### config.mk
export PLATFORM = sky130hd
export DESIGN_NAME = ttl_limit_bank
export DESIGN_NICKNAME = d
export VERILOG_FILES = /design/src/inc/ttl_pkg.sv /design/src/inc/ttl_cmp_if.sv /design/src/core/ttl_limit_pair.sv /design/src/core/ttl_compare.sv /design/src/core/ttl_limit_bank.sv
export SDC_FILE = /design/constraint.sdc
export NUM_CORES = 1
export LEC_CHECK = 0
export ABC_AREA = 1
export BUFFER_PORTS_ARGS = -buffer_cell sky130_fd_sc_hd__buf_2
export CAP_MARGIN = 15
export CORE_ASPECT_RATIO = 1.1
export CORE_UTILIZATION = 45
export DETAILED_ROUTE_END_ITERATION = 6
export GPL_ROUTABILITY_DRIVEN = 0
export PLACE_DENSITY = 0.65
export SLEW_MARGIN = 20
export SYNTH_ARGS = -nofsm -noshare
export SYNTH_HDL_FRONTEND = slang
export SYNTH_HIERARCHICAL = 1
export SYNTH_SLANG_ARGS = --single-unit
### constraint.sdc
create_clock -name mclk -period 1.4 [get_ports mclk]
set_input_delay 0.14 -clock mclk [delete_from_list [all_inputs] [get_ports mclk]]
set_output_delay 0.14 -clock mclk [all_outputs]
set_load 0.05 [all_outputs]
### src/inc/ttl_pkg.sv
// Purpose: Shared constants and types for the temperature threshold limit bank.
// Assumes: 8-bit register port, 16-bit conversion results, one clock.
// Notes: Each threshold is a byte pair; masks give the writable bits.
`default_nettype none
package ttl_pkg;
  localparam int NUM_PAIRS = 3;
  localparam int PAIR_LOW = 0;
  localparam int PAIR_CRIT_HIGH = 1;
  localparam int PAIR_CRIT_LOW = 2;

  localparam logic [7:0] ADDR_LOW_LIMIT_LO = 8'h1e;
  localparam logic [7:0] ADDR_LOW_LIMIT_HI = 8'h1f;
  localparam logic [7:0] ADDR_CRIT_HIGH_LIMIT_LO = 8'h20;
  localparam logic [7:0] ADDR_CRIT_HIGH_LIMIT_HI = 8'h21;
  localparam logic [7:0] ADDR_CRIT_LOW_LIMIT_LO = 8'h22;
  localparam logic [7:0] ADDR_CRIT_LOW_LIMIT_HI = 8'h23;
  localparam logic [7:0] ADDR_SENSED_TEMP_LO = 8'h31;
  localparam logic [7:0] ADDR_SENSED_TEMP_HI = 8'h32;
  localparam logic [7:0] ADDR_TEMP_FLAG = 8'h33;
  localparam logic [7:0] ADDR_PAIR_STEP = 8'h01;

  // Writable bits: low byte 7:2, high byte 4:0
  localparam logic [7:0] LO_BYTE_MASK = 8'hfc;
  localparam logic [7:0] HI_BYTE_MASK = 8'h1f;

  localparam logic [7:0] LOW_LIMIT_LO_RST = 8'h00;
  localparam logic [7:0] LOW_LIMIT_HI_RST = 8'h00;
  localparam logic [7:0] CRIT_HIGH_LIMIT_LO_RST = 8'h50;
  localparam logic [7:0] CRIT_HIGH_LIMIT_HI_RST = 8'h05;
  localparam logic [7:0] CRIT_LOW_LIMIT_LO_RST = 8'h00;
  localparam logic [7:0] CRIT_LOW_LIMIT_HI_RST = 8'h00;
  localparam logic [15:0] SENSED_TEMP_RST = 16'h0000;
  localparam logic [3:0] TEMP_FLAG_RST = 4'h0;
  localparam logic [7:0] READ_IDLE_VALUE = 8'h00;

  localparam logic [7:0] PAIR_ADDR_LO [NUM_PAIRS] =
    '{ADDR_LOW_LIMIT_LO, ADDR_CRIT_HIGH_LIMIT_LO, ADDR_CRIT_LOW_LIMIT_LO};
  localparam logic [7:0] PAIR_RST_LO [NUM_PAIRS] =
    '{LOW_LIMIT_LO_RST, CRIT_HIGH_LIMIT_LO_RST, CRIT_LOW_LIMIT_LO_RST};
  localparam logic [7:0] PAIR_RST_HI [NUM_PAIRS] =
    '{LOW_LIMIT_HI_RST, CRIT_HIGH_LIMIT_HI_RST, CRIT_LOW_LIMIT_HI_RST};

  // Bit positions in the temperature flag register
  localparam int FLAG_OVER_HIGH = 0;
  localparam int FLAG_UNDER_LOW = 1;
  localparam int FLAG_OVER_CRIT_HIGH = 2;
  localparam int FLAG_UNDER_CRIT_LOW = 3;

  typedef enum logic [1:0] {
    CMP_IDLE = 2'b00,
    CMP_LOAD = 2'b01,
    CMP_EVAL = 2'b11
  } ttl_cmp_state_t;
endpackage
`default_nettype wire

### src/inc/ttl_cmp_if.sv
// Purpose: Carries a frozen comparison snapshot and its four results.
// Assumes: Snapshot side registers all fields; unit side is combinational.
// Notes: Limits are full 16-bit pair values.
`default_nettype none
interface ttl_cmp_if;
  logic [15:0] temp;
  logic [15:0] highLim;
  logic [15:0] lowLim;
  logic [15:0] critHighLim;
  logic [15:0] critLowLim;
  logic [3:0] hit;
  modport snap (output temp, highLim, lowLim, critHighLim, critLowLim, input hit);
  modport unit (input temp, highLim, lowLim, critHighLim, critLowLim, output hit);
endinterface
`default_nettype wire

### src/core/ttl_limit_pair.sv
// Purpose: One threshold held as a low byte and a high byte.
// Assumes: Writes come from the register port on the same clock.
// Notes: Read-only bits are never stored, so they read zero.
`default_nettype none
module ttl_limit_pair #(
  parameter logic [7:0] ADDR_LO = 8'h00,
  parameter logic [7:0] RST_LO = 8'h00,
  parameter logic [7:0] RST_HI = 8'h00
) (
  input wire logic mclk,
  input wire logic rst,
  input wire logic ce,
  input wire logic wrEn,
  input wire logic [7:0] wrAddr,
  input wire logic [7:0] wrData,
  output logic [15:0] value
);
  import ttl_pkg::*;

  logic [7:0] loByte;
  logic [7:0] hiByte;
  logic [7:0] addrHi;

  assign addrHi = 8'(ADDR_LO + ADDR_PAIR_STEP);
  assign value = {hiByte, loByte};

  always_ff @(posedge mclk) begin
    if (rst) begin
      loByte <= RST_LO & LO_BYTE_MASK;
    end else if (ce && wrEn && wrAddr == ADDR_LO) begin
      loByte <= wrData & LO_BYTE_MASK;
    end
  end

  always_ff @(posedge mclk) begin
    if (rst) begin
      hiByte <= RST_HI & HI_BYTE_MASK;
    end else if (ce && wrEn && wrAddr == addrHi) begin
      hiByte <= wrData & HI_BYTE_MASK;
    end
  end
endmodule
`default_nettype wire

### src/core/ttl_compare.sv
// Purpose: Compares a snapshot temperature against four thresholds.
// Assumes: Snapshot is stable for the whole evaluation cycle.
// Notes: Unsigned 16-bit compare of the full pair values.
`default_nettype none
module ttl_compare (
  ttl_cmp_if.unit cmp
);
  import ttl_pkg::*;

  always_comb begin
    cmp.hit = TEMP_FLAG_RST;
    cmp.hit[FLAG_OVER_HIGH] = cmp.temp > cmp.highLim;
    cmp.hit[FLAG_UNDER_LOW] = cmp.temp < cmp.lowLim;
    cmp.hit[FLAG_OVER_CRIT_HIGH] = cmp.temp > cmp.critHighLim;
    cmp.hit[FLAG_UNDER_CRIT_LOW] = cmp.temp < cmp.critLowLim;
  end
endmodule
`default_nettype wire

### src/core/ttl_limit_bank.sv
// Purpose: Threshold register bank with conversion compare and status flags.
// Assumes: Register port and conversion strobe come from logic on mclk.
// Notes: The newest pending conversion is snapshotted with the limits of that moment.
//
// How it works
// Low flag set when latest result is below the low-limit pair.
// Critical-high flag set when latest result exceeds critical-high pair.
// Critical-low flag set when latest result is below critical-low pair.
// Low-limit pair lives at 1Eh (low byte) and 1Fh (high byte).
// Critical-high pair lives at 20h (low byte) and 21h (high byte).
// Critical-low pair lives at 22h (low byte) and 23h (high byte).
// Low-byte bits 1:0 and high-byte bits 7:5 ignore writes, read zero.
// Reset: critical-high pair 50h/05h, other pairs all 00h.
// Host keeps critical-high above high; the bank does not check.
// Host keeps critical-low below low; the bank does not check.
// Writable threshold bits read back and hold until write or reset.
// High flag set when latest result exceeds the external high pair.
// Four flags read-only at 33h, bits 0 to 3: high, low, crit-high, crit-low.
// Compared value is latest result, readable at 31h and 32h.
// Every new result re-evaluates all flags on full 16-bit values; a result replaced while pending is skipped.
// Threshold writes apply from the next comparison, not one in progress.
`default_nettype none
module ttl_limit_bank (
  input wire logic mclk,
  input wire logic rst,
  input wire logic ce,
  input wire logic regWrEn,
  input wire logic regRdEn,
  input wire logic [7:0] regAddr,
  input wire logic [7:0] regWrData,
  output logic [7:0] regRdData,
  output logic regRdValid,
  output logic regAccErr,
  input wire logic convValid,
  input wire logic [15:0] convData,
  input wire logic [15:0] highLimit,
  output logic overHighFlag,
  output logic underLowFlag,
  output logic overCritHighFlag,
  output logic underCritLowFlag,
  output logic cmpBusy
);
  import ttl_pkg::*;

  ttl_cmp_if cmp ();

  logic [15:0] pairValue [NUM_PAIRS];
  logic [15:0] sensedTemp;
  logic [15:0] pendData;
  logic pendValid;
  logic [3:0] tempFlag;
  ttl_cmp_state_t state;
  ttl_cmp_state_t next_state;
  logic [7:0] next_rdData;
  logic addrMapped;
  logic addrWritable;

  genvar i;
  generate
    for (i = 0; i < NUM_PAIRS; i++) begin : g_pair
      ttl_limit_pair #(
        .ADDR_LO(PAIR_ADDR_LO[i]),
        .RST_LO(PAIR_RST_LO[i]),
        .RST_HI(PAIR_RST_HI[i])
      ) u_pair (
        .mclk(mclk),
        .rst(rst),
        .ce(ce),
        .wrEn(regWrEn),
        .wrAddr(regAddr),
        .wrData(regWrData),
        .value(pairValue[i])
      );
    end
  endgenerate

  ttl_compare u_compare (
    .cmp(cmp)
  );

  // Latest result waits here until the compare path is free; newest wins
  always_ff @(posedge mclk) begin
    if (rst) begin
      pendData <= SENSED_TEMP_RST;
    end else if (ce && convValid) begin
      pendData <= convData;
    end
  end

  // A new strobe in the taking cycle keeps the request alive
  always_ff @(posedge mclk) begin
    if (rst) begin
      pendValid <= 1'b0;
    end else if (ce) begin
      if (convValid) begin
        pendValid <= 1'b1;
      end else if (state == CMP_LOAD) begin
        pendValid <= 1'b0;
      end
    end
  end

  always_comb begin
    next_state = state;
    unique case (state)
      CMP_IDLE: begin
        if (pendValid) begin
          next_state = CMP_LOAD;
        end
      end
      CMP_LOAD: begin
        next_state = CMP_EVAL;
      end
      CMP_EVAL: begin
        next_state = CMP_IDLE;
      end
      default: begin
        next_state = CMP_IDLE;
      end
    endcase
  end

  always_ff @(posedge mclk) begin
    if (rst) begin
      state <= CMP_IDLE;
    end else if (ce) begin
      state <= next_state;
    end
  end

  // Limits are frozen with the result; later writes wait for the next one
  always_ff @(posedge mclk) begin
    if (rst) begin
      cmp.temp <= SENSED_TEMP_RST;
      cmp.highLim <= SENSED_TEMP_RST;
      cmp.lowLim <= SENSED_TEMP_RST;
      cmp.critHighLim <= SENSED_TEMP_RST;
      cmp.critLowLim <= SENSED_TEMP_RST;
    end else if (ce && state == CMP_LOAD) begin
      cmp.temp <= pendData;
      cmp.highLim <= highLimit;
      cmp.lowLim <= pairValue[PAIR_LOW];
      cmp.critHighLim <= pairValue[PAIR_CRIT_HIGH];
      cmp.critLowLim <= pairValue[PAIR_CRIT_LOW];
    end
  end

  // Result becomes visible to the host with the snapshot
  always_ff @(posedge mclk) begin
    if (rst) begin
      sensedTemp <= SENSED_TEMP_RST;
    end else if (ce && state == CMP_LOAD) begin
      sensedTemp <= pendData;
    end
  end

  // Flags follow each evaluation; they are levels, not sticky events
  always_ff @(posedge mclk) begin
    if (rst) begin
      tempFlag <= TEMP_FLAG_RST;
    end else if (ce && state == CMP_EVAL) begin
      tempFlag <= cmp.hit;
    end
  end

  assign overHighFlag = tempFlag[FLAG_OVER_HIGH];
  assign underLowFlag = tempFlag[FLAG_UNDER_LOW];
  assign overCritHighFlag = tempFlag[FLAG_OVER_CRIT_HIGH];
  assign underCritLowFlag = tempFlag[FLAG_UNDER_CRIT_LOW];

  always_ff @(posedge mclk) begin
    if (rst) begin
      cmpBusy <= 1'b0;
    end else if (ce) begin
      cmpBusy <= next_state != CMP_IDLE;
    end
  end

  // Read mux; unmapped addresses return zero
  always_comb begin
    next_rdData = READ_IDLE_VALUE;
    addrWritable = 1'b0;
    for (int k = 0; k < NUM_PAIRS; k++) begin
      if (regAddr == PAIR_ADDR_LO[k]) begin
        next_rdData = pairValue[k][7:0];
        addrWritable = 1'b1;
      end
      if (regAddr == 8'(PAIR_ADDR_LO[k] + ADDR_PAIR_STEP)) begin
        next_rdData = pairValue[k][15:8];
        addrWritable = 1'b1;
      end
    end
    addrMapped = addrWritable;
    unique case (regAddr)
      ADDR_SENSED_TEMP_LO: begin
        next_rdData = sensedTemp[7:0];
        addrMapped = 1'b1;
      end
      ADDR_SENSED_TEMP_HI: begin
        next_rdData = sensedTemp[15:8];
        addrMapped = 1'b1;
      end
      ADDR_TEMP_FLAG: begin
        next_rdData = {4'h0, tempFlag};
        addrMapped = 1'b1;
      end
      default: begin
      end
    endcase
  end

  always_ff @(posedge mclk) begin
    if (rst) begin
      regRdData <= READ_IDLE_VALUE;
    end else if (ce && regRdEn) begin
      regRdData <= next_rdData;
    end
  end

  always_ff @(posedge mclk) begin
    if (rst) begin
      regRdValid <= 1'b0;
    end else if (ce) begin
      regRdValid <= regRdEn;
    end
  end

  // Flags a read of an unmapped address or a write to a read-only one
  always_ff @(posedge mclk) begin
    if (rst) begin
      regAccErr <= 1'b0;
    end else if (ce) begin
      regAccErr <= (regRdEn && !addrMapped) || (regWrEn && !addrWritable);
    end
  end
endmodule
`default_nettype wire

# Word-level counts from Yosys, hierarchy flattened
# Cells that the tools add are included.
# totals
reg_bits	132
inputBits	54
out_inout_bits	15
wordCells	73
# classes
magnitude_cmp	4
eq_ne	11
n_mux	18
reduce_logical	21
# ops
cell	count
8-bit by 6-bit equality test with 1-bit output (second input constant)	7
8-bit 2-to-1 mux	6
16-bit by 13-bit less-than comparator with 1-bit output	2
8-bit one-hot mux with 3 select lines	1
8-bit by 5-bit equality test with 1-bit output (second input constant)	2
16-bit by 13-bit > comparator with 1-bit output	1
16-bit > comparator	1
1-bit logical AND	13
1-bit 2-to-1 mux	9
2-bit one-hot mux with 2 select lines	1
2-bit nonzero test	2
3-bit OR reduction	1
2-bit by 1-bit equality test with 1-bit output (second input constant)	1
2-bit equality test (second input constant)	1
1-bit zero test	2
2-bit zero test	1
2-bit 2-to-1 mux	1
2-bit AND reduction	1
1-bit logical OR	1

# Longest topological paths before layout
# Gate-level depths: netlist of the first run.
# depth
depth_word	11
mapped_depth	13

# Cells and area by module
# The synthesis of the first run kept the hierarchy.
# modules_own_cells
mod	n_inst	cells_each	area_per_inst_um2	seq_area_each_um2
ttl_limit_bank	1	660	4718.3	2282.2
ttl_compare	1	273	1675.4	0.0
ttl_limit_pair at g_pair[2].u_pair	1	117	742.0	220.2
ttl_limit_pair at g_pair[1].u_pair	1	103	708.2	220.2
ttl_limit_pair at g_pair[0].u_pair	1	110	680.7	220.2

# Worst setup path after synthesis of the first run
# OpenSTA, ideal clock, no wires.
# synth_path
kind	register -> register
startpoint	register, netlist name sensedTemp[11]
endpoint	register tempFlag[2]
setup_time_ps	123
arrival_ps	1247
required_ps	1277
slack_ps	30
stages_incl_launch_ff	8
cell_sequence	dfxtp_1 > ha_1 > a21oi_1 > nand2_1 > a21oi_1 > a21oi_2 > o21ai_0 > a21oi_1
# synth_rtl
item	line	source
end signal, assigned	ttl_limit_bank.sv:162	tempFlag <= cmp.hit;
end, declared	ttl_limit_bank.sv:51	logic [3:0] tempFlag;

# Final worst setup path of the first run
# layout_path
startpoint	register cmp.highLim[9]
endpoint	register tempFlag[0]
# layout_between
elab_chain_cells	1
# layout_rtl
item	line	source
start, declared	ttl_cmp_if.sv:7	logic [15:0] highLim;
start signal, assigned	ttl_limit_bank.sv:141	cmp.highLim <= highLimit;
16-bit > comparator	ttl_compare.sv:12	cmp.hit[FLAG_OVER_HIGH] = cmp.temp > cmp.highLim;
net cmp.hit[0]	ttl_cmp_if.sv:11	logic [3:0] hit;
# The timed path passes the listed nets, and every way through them passes these cells.
# A chain may end at the register's enable or synchronous reset.

==> flow_metrics.py, run 1 <==
metrics = {
    "sta": {
        "drv_slew": 0,
        "min_period_over_period_pct": 109.7,
        "setup_viol": 4,
        "clock_skew_ns": 0.009536,
        "tns_ns": -0.4898,
        "finalHoldViolCount": 0,
        "fmax_mhz": 650.9,
        "hold_ws_ns": 0.04169,
        "fin_ws_ns": -0.1363,
        "rsz0062_at_grt": "true",
        "fin_crit_ns": 1.536,
    },
    "global_routing": {
        "grt_pass1_vias": 7887,
        "grt_usage_pct": 26.40,
        "grt_max_degree": 56,
        "antenna_found_initial": 0,
        "grt_pass1_wl_mm": 39.90,
        "grt_overflow_total": 0,
    },
    "worst_setup_path": {
        "cpPeakStageDelay_ns": 0.34,
        "cp.arrival_ns": 1.84,
        "crit_family": "compound AO/OA/AOI/OAI gates",
        "crit_buf_inv": 1,
        "path_max_fanout": 2,
        "cp_cell_sequence": "inv_1 -> ha_1 -> nand2_1 -> nand2_1 -> nand3_1 -> nand2_1 -> a21oi_2 -> a21oi_2 -> o21ai_1 -> a21oi_1",
        "start_kind": "flip-flop",
        "cp_common_cell": "nand2_1",
        "required_ns": 1.70,
        "worstSetupEndpointType": "flip-flop",
        "crit_slowest_cell": "dfxtp_1",
        "worst-setup-path-type": "reg -> reg",
        "rrSetupSlack_ns": -0.14,
    },
    "routing": {
        "drtIter0Drc": 627,
        "drtAntennaViolNets": 0,
        "firstDrtPassIters": 5,
        "drcViolationCount": 0,
        "vias": 8185,
        "routed_wl_mm": 25.10,
        "routedWlPerCell_um": 14.96,
        "viasPerCell": 4.878,
    },
    "yosys": {
        "synth_top_area_cell": "dfxtp_1",
        "yosysTopAreaCellShare_pct": 34.52,
        "yosysMostFrequentCell": "nor2_1",
        "async_flop_share_pct": 0,
        "synth_edf_count": 0,
        "ys_warn_count": 6,
        "ys_seq_area_share_pct": 34.52,
        "synth.distinct_cells": 33,
        "synth_flop_cell": "dfxtp_1",
        "synth_area_um2": 8524,
        "syn_area_per_cell_um2": 6.749,
        "synth-seq-cells": 147,
        "yosys-top-cells-count": "nor2_1 (259), nand2_1 (211), inv_1 (190)",
        "synthCells": 1263,
        "synthTopCellsByArea": "dfxtp_1 (35%), nor2_1 (11%), nand2_1 (9.3%)",
    },
    "finish": {
        "fin_area_um2": 11110,
        "drive_gt1_share_pct": 24.25,
        "syn2layout_area_growth_pct": 30.34,
        "nets": 1538,
        "antennaDiodeCount": 0,
    },
    "die": {
        "dieHeight_um": 146.4,
        "rows": 52,
        "ios": 69,
        "start_util_pct": 46.13,
        "coreArea_um2": 18480,
        "die_x_um": 133.2,
        "die_area_um2": 19500,
    },
    "clocking": {
        "root_buffer": "clkbuf_16",
        "clkLatencyLatePin_ns": 0.44,
        "clkSlewWorstSetupHoldPaths_ns": 0.06,
        "cts_max_level": 4,
        "clock_path_buffers": 2,
        "cts_inserted_buffers": 17,
        "clock_sinks": 147,
        "cts_tree": "yes",
    },
    "power": {
        "ir_drop_uv": 916.5,
        "powerDensity_nw_per_um2": 1016,
        "p_leak_uw": 0.005368,
    },
    "placed_design": {
        "hpwl_mm": 17.70,
        "portBuffers": 68,
        "placed_area_um2": 9545,
    },
    "status": {
        "violations": "negative setup slack",
        "status": "finished with violations",
    },
    "flow_run": {
        "max_cap_violations": 0,
    },
    "min_path": {
        "worstHoldPathType": "in -> reg",
    },
}
cell families after synthesis:
group / count (synthesis) / share of synthesized area [%]
AND/OR/NAND/NOR: 612 / 32.76
buffers and inverters: 274 / 13.30
AO/OA/AOI/OAI: 165 / 10.19
flip-flops: 147 / 34.52
adder cells (fa/ha/maj): 62 / 9.100
other: 3 / 0.1321
timing repair:
item                                   4_1_cts  5_1_grt
endpoints found under the hold margin       32        0
hold buffers                                32        0
gates resized for setup                     77       27
setup endpoints to repair                    4       26
buffers inserted                             5        8
gates cloned                                 0        1
pin swaps                                   33       14
worst paths after layout:
| kind | startpoint | endpoint | cells after the start |
|---|---|---|---|
| min reg2reg | g_pair[1].u_pair/hiByte[0] | g_pair[1].u_pair/hiByte[0] | 2 |
| max reg2reg | cmp.highLim[9] | tempFlag[0] | 10 |
| min | regWrData[2] | g_pair[1].u_pair/hiByte[2] | 3 |
| max | cmp.highLim[9] | tempFlag[0] | 10 |
tightest hold or removal path, cell delays in order:
cell     delay (ns)
buf_2          0.14
nand3_1        0.09
nand3_1        0.08
per-stage QoR:
step / instances / setup WS (ns) / util (%) / total power (µW)
2_1_floorplan: 1275 / 0.02960 / - / 5475
3_3_place_gp: 1601 / -0.2471 / 51.66 / 5945
3_5_place_dp: 1601 / -0.2612 / 51.66 / 5970
4_1_cts: 1669 / -0.1030 / 58.95 / 11250
5_1_grt: 1678 / -0.2605 / 60.13 / 11780
6_report: 1678 / -0.1363 / 60.13 / 11290
registers in the layout, indices dropped and copies added, names as in the netlist, 2 cells and up:
signal,count
g_pair.u_pair/loByte,18
cmp.critHighLim,16
cmp.critLowLim,16
cmp.highLim,16
cmp.lowLim,16
pendData,16
sensedTemp,16
g_pair.u_pair/hiByte,15
regRdData,8
tempFlag,4
state,2
layout by cell type, fill, tap and decap left out, types with 18 or more instances in the layout:
master	synthesis	final
nor2_1	259	249
nand2_1	211	201
inv_1	190	188
dfxtp_1	147	124
o21ai_0	110	103
nand3_1	69	68
buf_2	11	68
buf_4	17	65
ha_1	62	39
a21oi_1	42	32
dlygate4sd3_1	0	32
inv_2	28	29
ha_4	0	23
nor2_2	12	20
nand4_1	19	19
nor2_4	16	18
clkbuf_16	0	18
final cells by class:
cell class	count	area, µm²
sequential	147	2992
multi-input combinational	854	4893
clock inverter	14	222.7
inverter	221	839.6
fill	1688	7367
timing repair buffer	181	1430
clock buffer	18	429.2
tap	243	304.0
power by group:
group	switching [µW]	total, µW	internal, µW
combinational	1040	1780	736
clock	1900	5090	3190
sequential	114	4430	4320
total	3050	11300	8240
per-layer routing:
metal | track usage, % | up-vias | part of all wire [%]
met2 | 44.40 | 244 | 46
met4 | 11.14 | 0 | 3.7
li1 | - | 4219 | -
met5 | 0 | - | 0
met1 | 32.69 | 3652 | 45
met3 | 5.347 | 70 | 5.2
Power figures use the tool's default switching activity.
==> run 2, diff against run 1 <==
--- a/config.mk
+++ b/config.mk
@@ -8,11 +8,14 @@
 export ABC_AREA = 1
 export BUFFER_PORTS_ARGS = -buffer_cell sky130_fd_sc_hd__buf_2
 export CAP_MARGIN = 15
+export CELL_PAD_IN_SITES_DETAIL_PLACEMENT = 0
+export CELL_PAD_IN_SITES_GLOBAL_PLACEMENT = 2
 export CORE_ASPECT_RATIO = 1.1
-export CORE_UTILIZATION = 45
+export CORE_UTILIZATION = 31
 export DETAILED_ROUTE_END_ITERATION = 6
 export GPL_ROUTABILITY_DRIVEN = 0
-export PLACE_DENSITY = 0.65
+export PLACE_DENSITY_LB_ADDON = 0.1
+export SETUP_SLACK_MARGIN = 0.15
 export SLEW_MARGIN = 20
 export SYNTH_ARGS = -nofsm -noshare
 export SYNTH_HDL_FRONTEND = slang
==> run 2 against run 1 <==
  * The flow still finishes with violations (negative setup slack)
  * Register-to-register slack better by 0.03 ns
  * Routed wire length up 18%
  * Core utilization down 17 points
  * Die area up 44%
  * Global-route usage down 5.8 points
  * Critical path depth down 2
  * Cell area up 5.2%
  * Clock skew about the same
  * Worst hold slack worse by 0.039 ns
  * Sequential share of layout area down 1.4 points
  * Setup slack better by 0.030 ns
  * Combinational power up 4%
==> flow_metrics.py, run 2 (synthesis gave the netlist of run 1 again) <==
metrics = {
    "power": {
        "combPwrFrac_pct": 16.8,
        "power_frac_clock_pct": 42.9,
        "p_leak_uw": 0.005465,
        "powerDensity_nw_per_um2": 944.7,
        "switching_share_pct": 27.69,
        "ir_drop_uv": 811.8,
        "power.switching_uw": 3057,
        "p_int_uw": 7984,
        "p_seq_share_pct": 40.3,
    },
    "sta": {
        "tightest_slew_ns": 0.5253,
        "fmax_mhz": 663.9,
        "slew_headroom_pct": 64.94,
        "fin_ws_ns": -0.1062,
        "fin_crit_ns": 1.506,
        "drv_slew": 0,
        "finalHoldViolCount": 0,
        "min_period_over_period_pct": 107.6,
        "clock_skew_ns": 0.009301,
        "setup_viol": 4,
        "hold_ws_ns": 0.002990,
        "rsz0062_at_grt": "true",
    },
    "placed_design": {
        "dpl.cell_count": 1726,
        "portBuffers": 68,
        "hpwl_mm": 21.25,
    },
    "global_routing": {
        "grt_max_degree": 42,
        "grt_usage_pct": 20.62,
        "grt_pass1_vias": 7576,
        "antenna_found_initial": 0,
        "grt_pass1_wl_mm": 43.90,
        "grt_overflow_total": 0,
    },
    "routing": {
        "viasPerCell": 4.384,
        "routed_wl_mm": 29.55,
        "firstDrtPassIters": 5,
        "wl_met2_mm": 14.13,
        "drtIter0Drc": 399,
        "highest_layer": "met4",
        "drcViolationCount": 0,
        "m1WireLength_mm": 14.21,
        "drtAntennaViolNets": 0,
        "vias": 7930,
        "route.met3.wl_um": 676,
        "routedWlPerCell_um": 16.34,
    },
    "finish": {
        "largest_reg_flops": 18,
        "final_util_pct": 43.35,
        "largest-register": "g_pair.u_pair/loByte",
        "nets": 1556,
        "drive_gt1_share_pct": 28.93,
        "instances_no_fill": 1809,
        "most-common-layout-cells": "nor2_1 (236), nand2_1 (199), inv_1 (189)",
        "antennaDiodeCount": 0,
        "final_common_cell": "nor2_1",
        "syn2layout_area_growth_pct": 37.11,
    },
    "clocking": {
        "cts_tree": "yes",
        "clock_sinks": 147,
        "cts_max_level": 4,
        "cts_inserted_buffers": 17,
        "clock_path_buffers": 2,
        "root_buffer": "clkbuf_16",
        "clkLatencyLatePin_ns": 0.43,
        "clkSlewWorstSetupHoldPaths_ns": 0.06,
    },
    "flow_run": {
        "max_cap_violations": 0,
    },
    "die": {
        "ios": 69,
        "dieHeight_um": 175.9,
        "start_util_pct": 31.62,
        "die_area_um2": 28170,
        "rows": 63,
        "die_x_um": 160.1,
        "coreArea_um2": 26960,
    },
    "worst_setup_path": {
        "required_ns": 1.72,
        "cp.arrival_ns": 1.83,
        "worst-setup-path-type": "reg -> reg",
        "worstSetupEndpointType": "flip-flop",
        "start_kind": "flip-flop",
        "path_max_fanout": 5,
    },
    "status": {
        "status": "finished with violations",
        "violations": "negative setup slack",
    },
    "min_path": {
        "worstHoldPathType": "in -> reg",
    },
}
## run 2: cell types whose count changed in the layout (fill, tap and decap cells not counted), sizes merged
cell,before,now
clkbuf,19,32
inv,223,219
bufinv,5,3
dlygate4sd3,32,30
clkinvlp,2,1
clkinv,5,7
buf,148,159
## run 2: worst max-delay path, stage by stage (launching register included)
cell	delay, ns
dfxtp_4	0.42
ha_4	0.29
nand2_2	0.07
nor2_4	0.12
nand4_1	0.14
nor2_1	0.16
a21oi_2	0.04
o21ai_1	0.11
a21oi_1	0.05
## run 2: path summary, 6_finish.rpt
check	startpoint	to	slack [ns]	cells past startpoint
max	sensedTemp[7]	tempFlag[2]	-0.11	8
min	convData[3]	pendData[3]	0.003	3
max reg2reg	sensedTemp[7]	tempFlag[2]	-0.11	8
min reg2reg	regRdValid	regRdValid	0.46	2
## run 2: stage by stage
stage | total power [µW] | area [µm²] | worst slack, ns | TNS, ns
floorplan | 5519 | 8711 | 0.09188 | 0
global placement | 6074 | 9887 | -0.2166 | -2.103
detailed placement | 6079 | 9887 | -0.2456 | -2.385
CTS | 10940 | 10890 | -0.1364 | -0.4858
global route | 11570 | 11690 | -0.2022 | -0.7383
finish | 11040 | 11690 | -0.1062 | -0.3366
## run 2: layout make-up
class	count	area, µm²
clock buffer	22	464.2
clock inverter	9	130.1
fill	2894	15270
inverter	221	847.1
multi-input combinational	854	5000
sequential	147	2989
tap	357	446.7
timing repair buffer	199	1810
## run 2: timing repair
| item | CTS | global route |
|---|---|---|
| resized for setup | 27 | 190 |
| endpoints found under the hold margin | 30 | 0 |
| endpoints found under the setup margin | 77 | 88 |
| setup buffers | 3 | 3 |
| cloned | 1 | 15 |
| hold buffers | 30 | 0 |
| pin swaps | 11 | 100 |
## run 2: power groups by stage
stage	Combinational (µW)	Sequential, µW	Clock (µW)
global route	2070	4460	5030
floorplan	986	4530	0
global placement	1550	4520	0
finish	1860	4450	4740
CTS	1660	4440	4850
detailed placement	1550	4530	0
## run 2: metal layers
layer	GRT usage, %	up-vias
li1	-	4266
met1	27.51	3533
met2	34.47	102
met3	2.763	29
met4	6.111	0
met5	0	-
==> run 3, diff against run 2 <==
--- a/config.mk
+++ b/config.mk
@@ -5,17 +5,16 @@
 export SDC_FILE = /design/constraint.sdc
 export NUM_CORES = 1
 export LEC_CHECK = 0
-export ABC_AREA = 1
+export ABC_AREA = 0
 export BUFFER_PORTS_ARGS = -buffer_cell sky130_fd_sc_hd__buf_2
 export CAP_MARGIN = 15
 export CELL_PAD_IN_SITES_DETAIL_PLACEMENT = 0
 export CELL_PAD_IN_SITES_GLOBAL_PLACEMENT = 2
 export CORE_ASPECT_RATIO = 1.1
-export CORE_UTILIZATION = 31
+export CORE_UTILIZATION = 39
 export DETAILED_ROUTE_END_ITERATION = 6
 export GPL_ROUTABILITY_DRIVEN = 0
 export PLACE_DENSITY_LB_ADDON = 0.1
-export SETUP_SLACK_MARGIN = 0.15
 export SLEW_MARGIN = 20
 export SYNTH_ARGS = -nofsm -noshare
 export SYNTH_HDL_FRONTEND = slang
==> constraint.sdc (replaced) <==
create_clock -name mclk -period 1.9 [get_ports mclk]
set_input_delay 0.19 -clock mclk [delete_from_list [all_inputs] [get_ports mclk]]
set_output_delay 0.19 -clock mclk [all_outputs]
set_load 0.05 [all_outputs]
==> run 3 against run 2 <==
  * The flow now finishes without violations
  * Combinational power is 63% lower
  * Sequential power is 29% lower
  * Critical endpoint is now tempFlag[0]
  * Cell area is 18% lower
  * Core utilization is 4.6 points higher
  * Count of clock-buffer cells in the layout is 2 lower
  * Via count is 14% lower
==> flow_metrics.py, run 3 <==
metrics = {
    "status": {
        "status": "finished clean",
    },
    "yosys": {
        "syn_area_per_cell_um2": 8.028,
        "synth.distinct_cells": 56,
        "synthTopCellsByArea": "dfxtp_1 (37%), nand2_1 (10%), ha_1 (9.8%)",
        "async_flop_share_pct": 0,
        "yosysMostFrequentCell": "nand2_1",
        "ys_seq_area_share_pct": 37.06,
        "ys_warn_count": 6,
        "synthCells": 989,
        "synth_top_area_cell": "dfxtp_1",
        "yosysTopAreaCellShare_pct": 37.06,
        "synth_area_um2": 7940,
        "synth-seq-cells": 147,
        "yosys-top-cells-count": "nand2_1 (212), dfxtp_1 (147), a21oi_1 (133)",
        "synth_flop_cell": "dfxtp_1",
        "synth_edf_count": 0,
    },
    "worst_setup_path": {
        "crit-reg2reg-launch": "sensedTemp[9]",
        "start_kind": "flip-flop",
        "worstSetupEndpointType": "flip-flop",
        "cp_cell_sequence": "ha_1 -> nand4_1 -> inv_1 -> a221oi_1 -> or2_1 -> a21oi_2 -> mux2i_1 -> nor2_1",
        "startpoint": "sensedTemp[9]",
        "path_max_fanout": 4,
        "cp.arrival_ns": 2.10,
        "required_ns": 2.21,
        "cpPeakStageDelay_ns": 0.47,
        "worst-setup-path-type": "reg -> reg",
        "crit_slowest_cell": "dfxtp_1",
    },
    "clocking": {
        "cts_max_level": 4,
        "clkSlewWorstSetupHoldPaths_ns": 0.06,
        "cts_tree": "yes",
        "clock_path_buffers": 2,
        "clkLatencyLatePin_ns": 0.43,
        "cts_inserted_buffers": 17,
        "clock_sinks": 147,
        "root_buffer": "clkbuf_16",
    },
    "sta": {
        "fmax_mhz": 558.9,
        "fin_crit_ns": 1.789,
        "fin_ws_ns": 0.1108,
        "rsz0062_at_grt": "true",
        "clock_skew_ns": 0.008703,
        "hold_ws_ns": 0.005214,
        "setup_viol": 0,
        "drv_slew": 0,
        "slew_headroom_pct": 63.50,
        "min_period_over_period_pct": 94.17,
        "tightest_slew_ns": 0.5462,
        "finalHoldViolCount": 0,
    },
    "finish": {
        "antennaDiodeCount": 0,
        "syn2layout_area_growth_pct": 20.06,
        "drive_gt1_share_pct": 15.68,
        "final_common_cell": "nand2_1",
        "largest_reg_flops": 18,
        "nets": 1200,
        "largest-register": "g_pair.u_pair/loByte",
        "most-common-layout-cells": "nand2_1 (212), dfxtp_1 (143), a21oi_1 (133)",
    },
    "min_path": {
        "hp-start": "highLimit[8]",
        "worstHoldPathType": "in -> reg",
    },
    "global_routing": {
        "grt_pass1_wl_mm": 36.87,
        "antenna_found_initial": 0,
        "grt_max_degree": 50,
        "grt_pass1_vias": 6598,
        "grt_overflow_total": 0,
        "grt_usage_pct": 23.11,
    },
    "die": {
        "die_x_um": 138.0,
        "ios": 69,
        "dieHeight_um": 151.7,
        "coreArea_um2": 19860,
        "rows": 54,
        "die_area_um2": 20930,
        "start_util_pct": 39.97,
    },
    "flow_run": {
        "max_cap_violations": 0,
    },
    "routing": {
        "drtIter0Drc": 334,
        "routedWlPerCell_um": 17.46,
        "vias": 6813,
        "drcViolationCount": 0,
        "viasPerCell": 5.050,
        "drtAntennaViolNets": 0,
        "routed_wl_mm": 23.55,
        "firstDrtPassIters": 5,
    },
    "placed_design": {
        "portBuffers": 68,
        "hpwl_mm": 17.70,
        "post-place-ws_ns": 0.09494,
    },
    "power": {
        "p_leak_uw": 0.003741,
        "ir_drop_uv": 593.8,
        "powerDensity_nw_per_um2": 749.2,
    },
}
-- run 3: cell count changes after synthesis, sizes merged, moves of 8 or more --
cell / before / now
o22ai: 0 / 8
mux2i: 0 / 51
nor2b: 0 / 8
a22oi: 0 / 11
o21ai: 110 / 17
inv: 219 / 68
nand2b: 0 / 57
nand3: 80 / 12
clkbuf: 21 / 42
nor2: 290 / 44
a21oi: 49 / 135
-- run 3: cells by family (layout without fill, tap and decap cells) --
group                      after synthesis  in the layout  synth area share, %
AOI/OAI and AO/OA                      204            204                15.16
and+or+nand+nor                        384            384                23.59
buffers and inverters                  136            232                7.564
adders and majority gates               62             62                9.770
DFF                                    147            147                37.06
other                                    3             15               0.1418
muxes                                   53             53                6.713
-- run 3: worst max-delay path: cells and delay by family (launching register included) --
family | cells | cell delay [ns]
buf+inv | 1 | 0.06
flops | 1 | 0.47
simple gates | 3 | 0.38
fa+ha+maj | 1 | 0.31
mux | 1 | 0.13
compound gates | 2 | 0.34
-- run 3: worst paths after layout --
kind	end	slack (ns)	cells after the start
setup / recovery	tempFlag[0]	0.11	8
hold reg to reg	cmp.critHighLim[14]	0.45	2
hold / removal	cmp.highLim[8]	0.005	3
setup reg to reg	tempFlag[0]	0.11	8
-- run 3: what timing repair did --
| action | CTS | global route |
|---|---|---|
| hold buffers | 20 | 0 |
| endpoints found under the hold margin | 20 | 0 |
| buffers inserted | 0 | 0 |
| endpoints found under the setup margin | 0 | 3 |
| resized for setup | 0 | 4 |
-- run 3: through the flow --
stage               total power, µW  area (µm²)  cells     TNS, ns  utilization, %
floorplan                      3658        7985   1001           0               -
global placement               3885        8758   1297           0           44.09
detailed placement             3886        8758   1297           0           44.09
CTS                            7206        9528   1349           0           47.97
global route                   7419        9533   1349  -0.0003417           47.99
finish                         7142        9533   1349           0           47.99
-- run 3: power breakdown --
| part | internal (µW) | switching [µW] | leakage, µW |
|---|---|---|---|
| combinational | 287 | 408 | 0.00229 |
| sequential | 3130 | 29.8 | 0.00119 |
| clock | 1860 | 1420 | 0.000262 |
-- run 3: layout make-up --
class                   instances  area, µm²
fillers                      2062      10330
flip-flops and latches        147       2948
clock inverters                12      122.6
well taps                     252      315.3
clock buffers                  20      446.7
inverters                      69      272.8
multi-input cells             718       4449
repair buffers                131      978.4
-- run 3: metal layers --
layer / share of wire [%] / wire, µm / track usage [%]
met1: 48 / 11320 / 30.36
met2: 47 / 11190 / 39.38
met3: 3.0 / 712 / 3.080
met4: 1.4 / 337 / 7.308
met5: 0 / 0 / 0
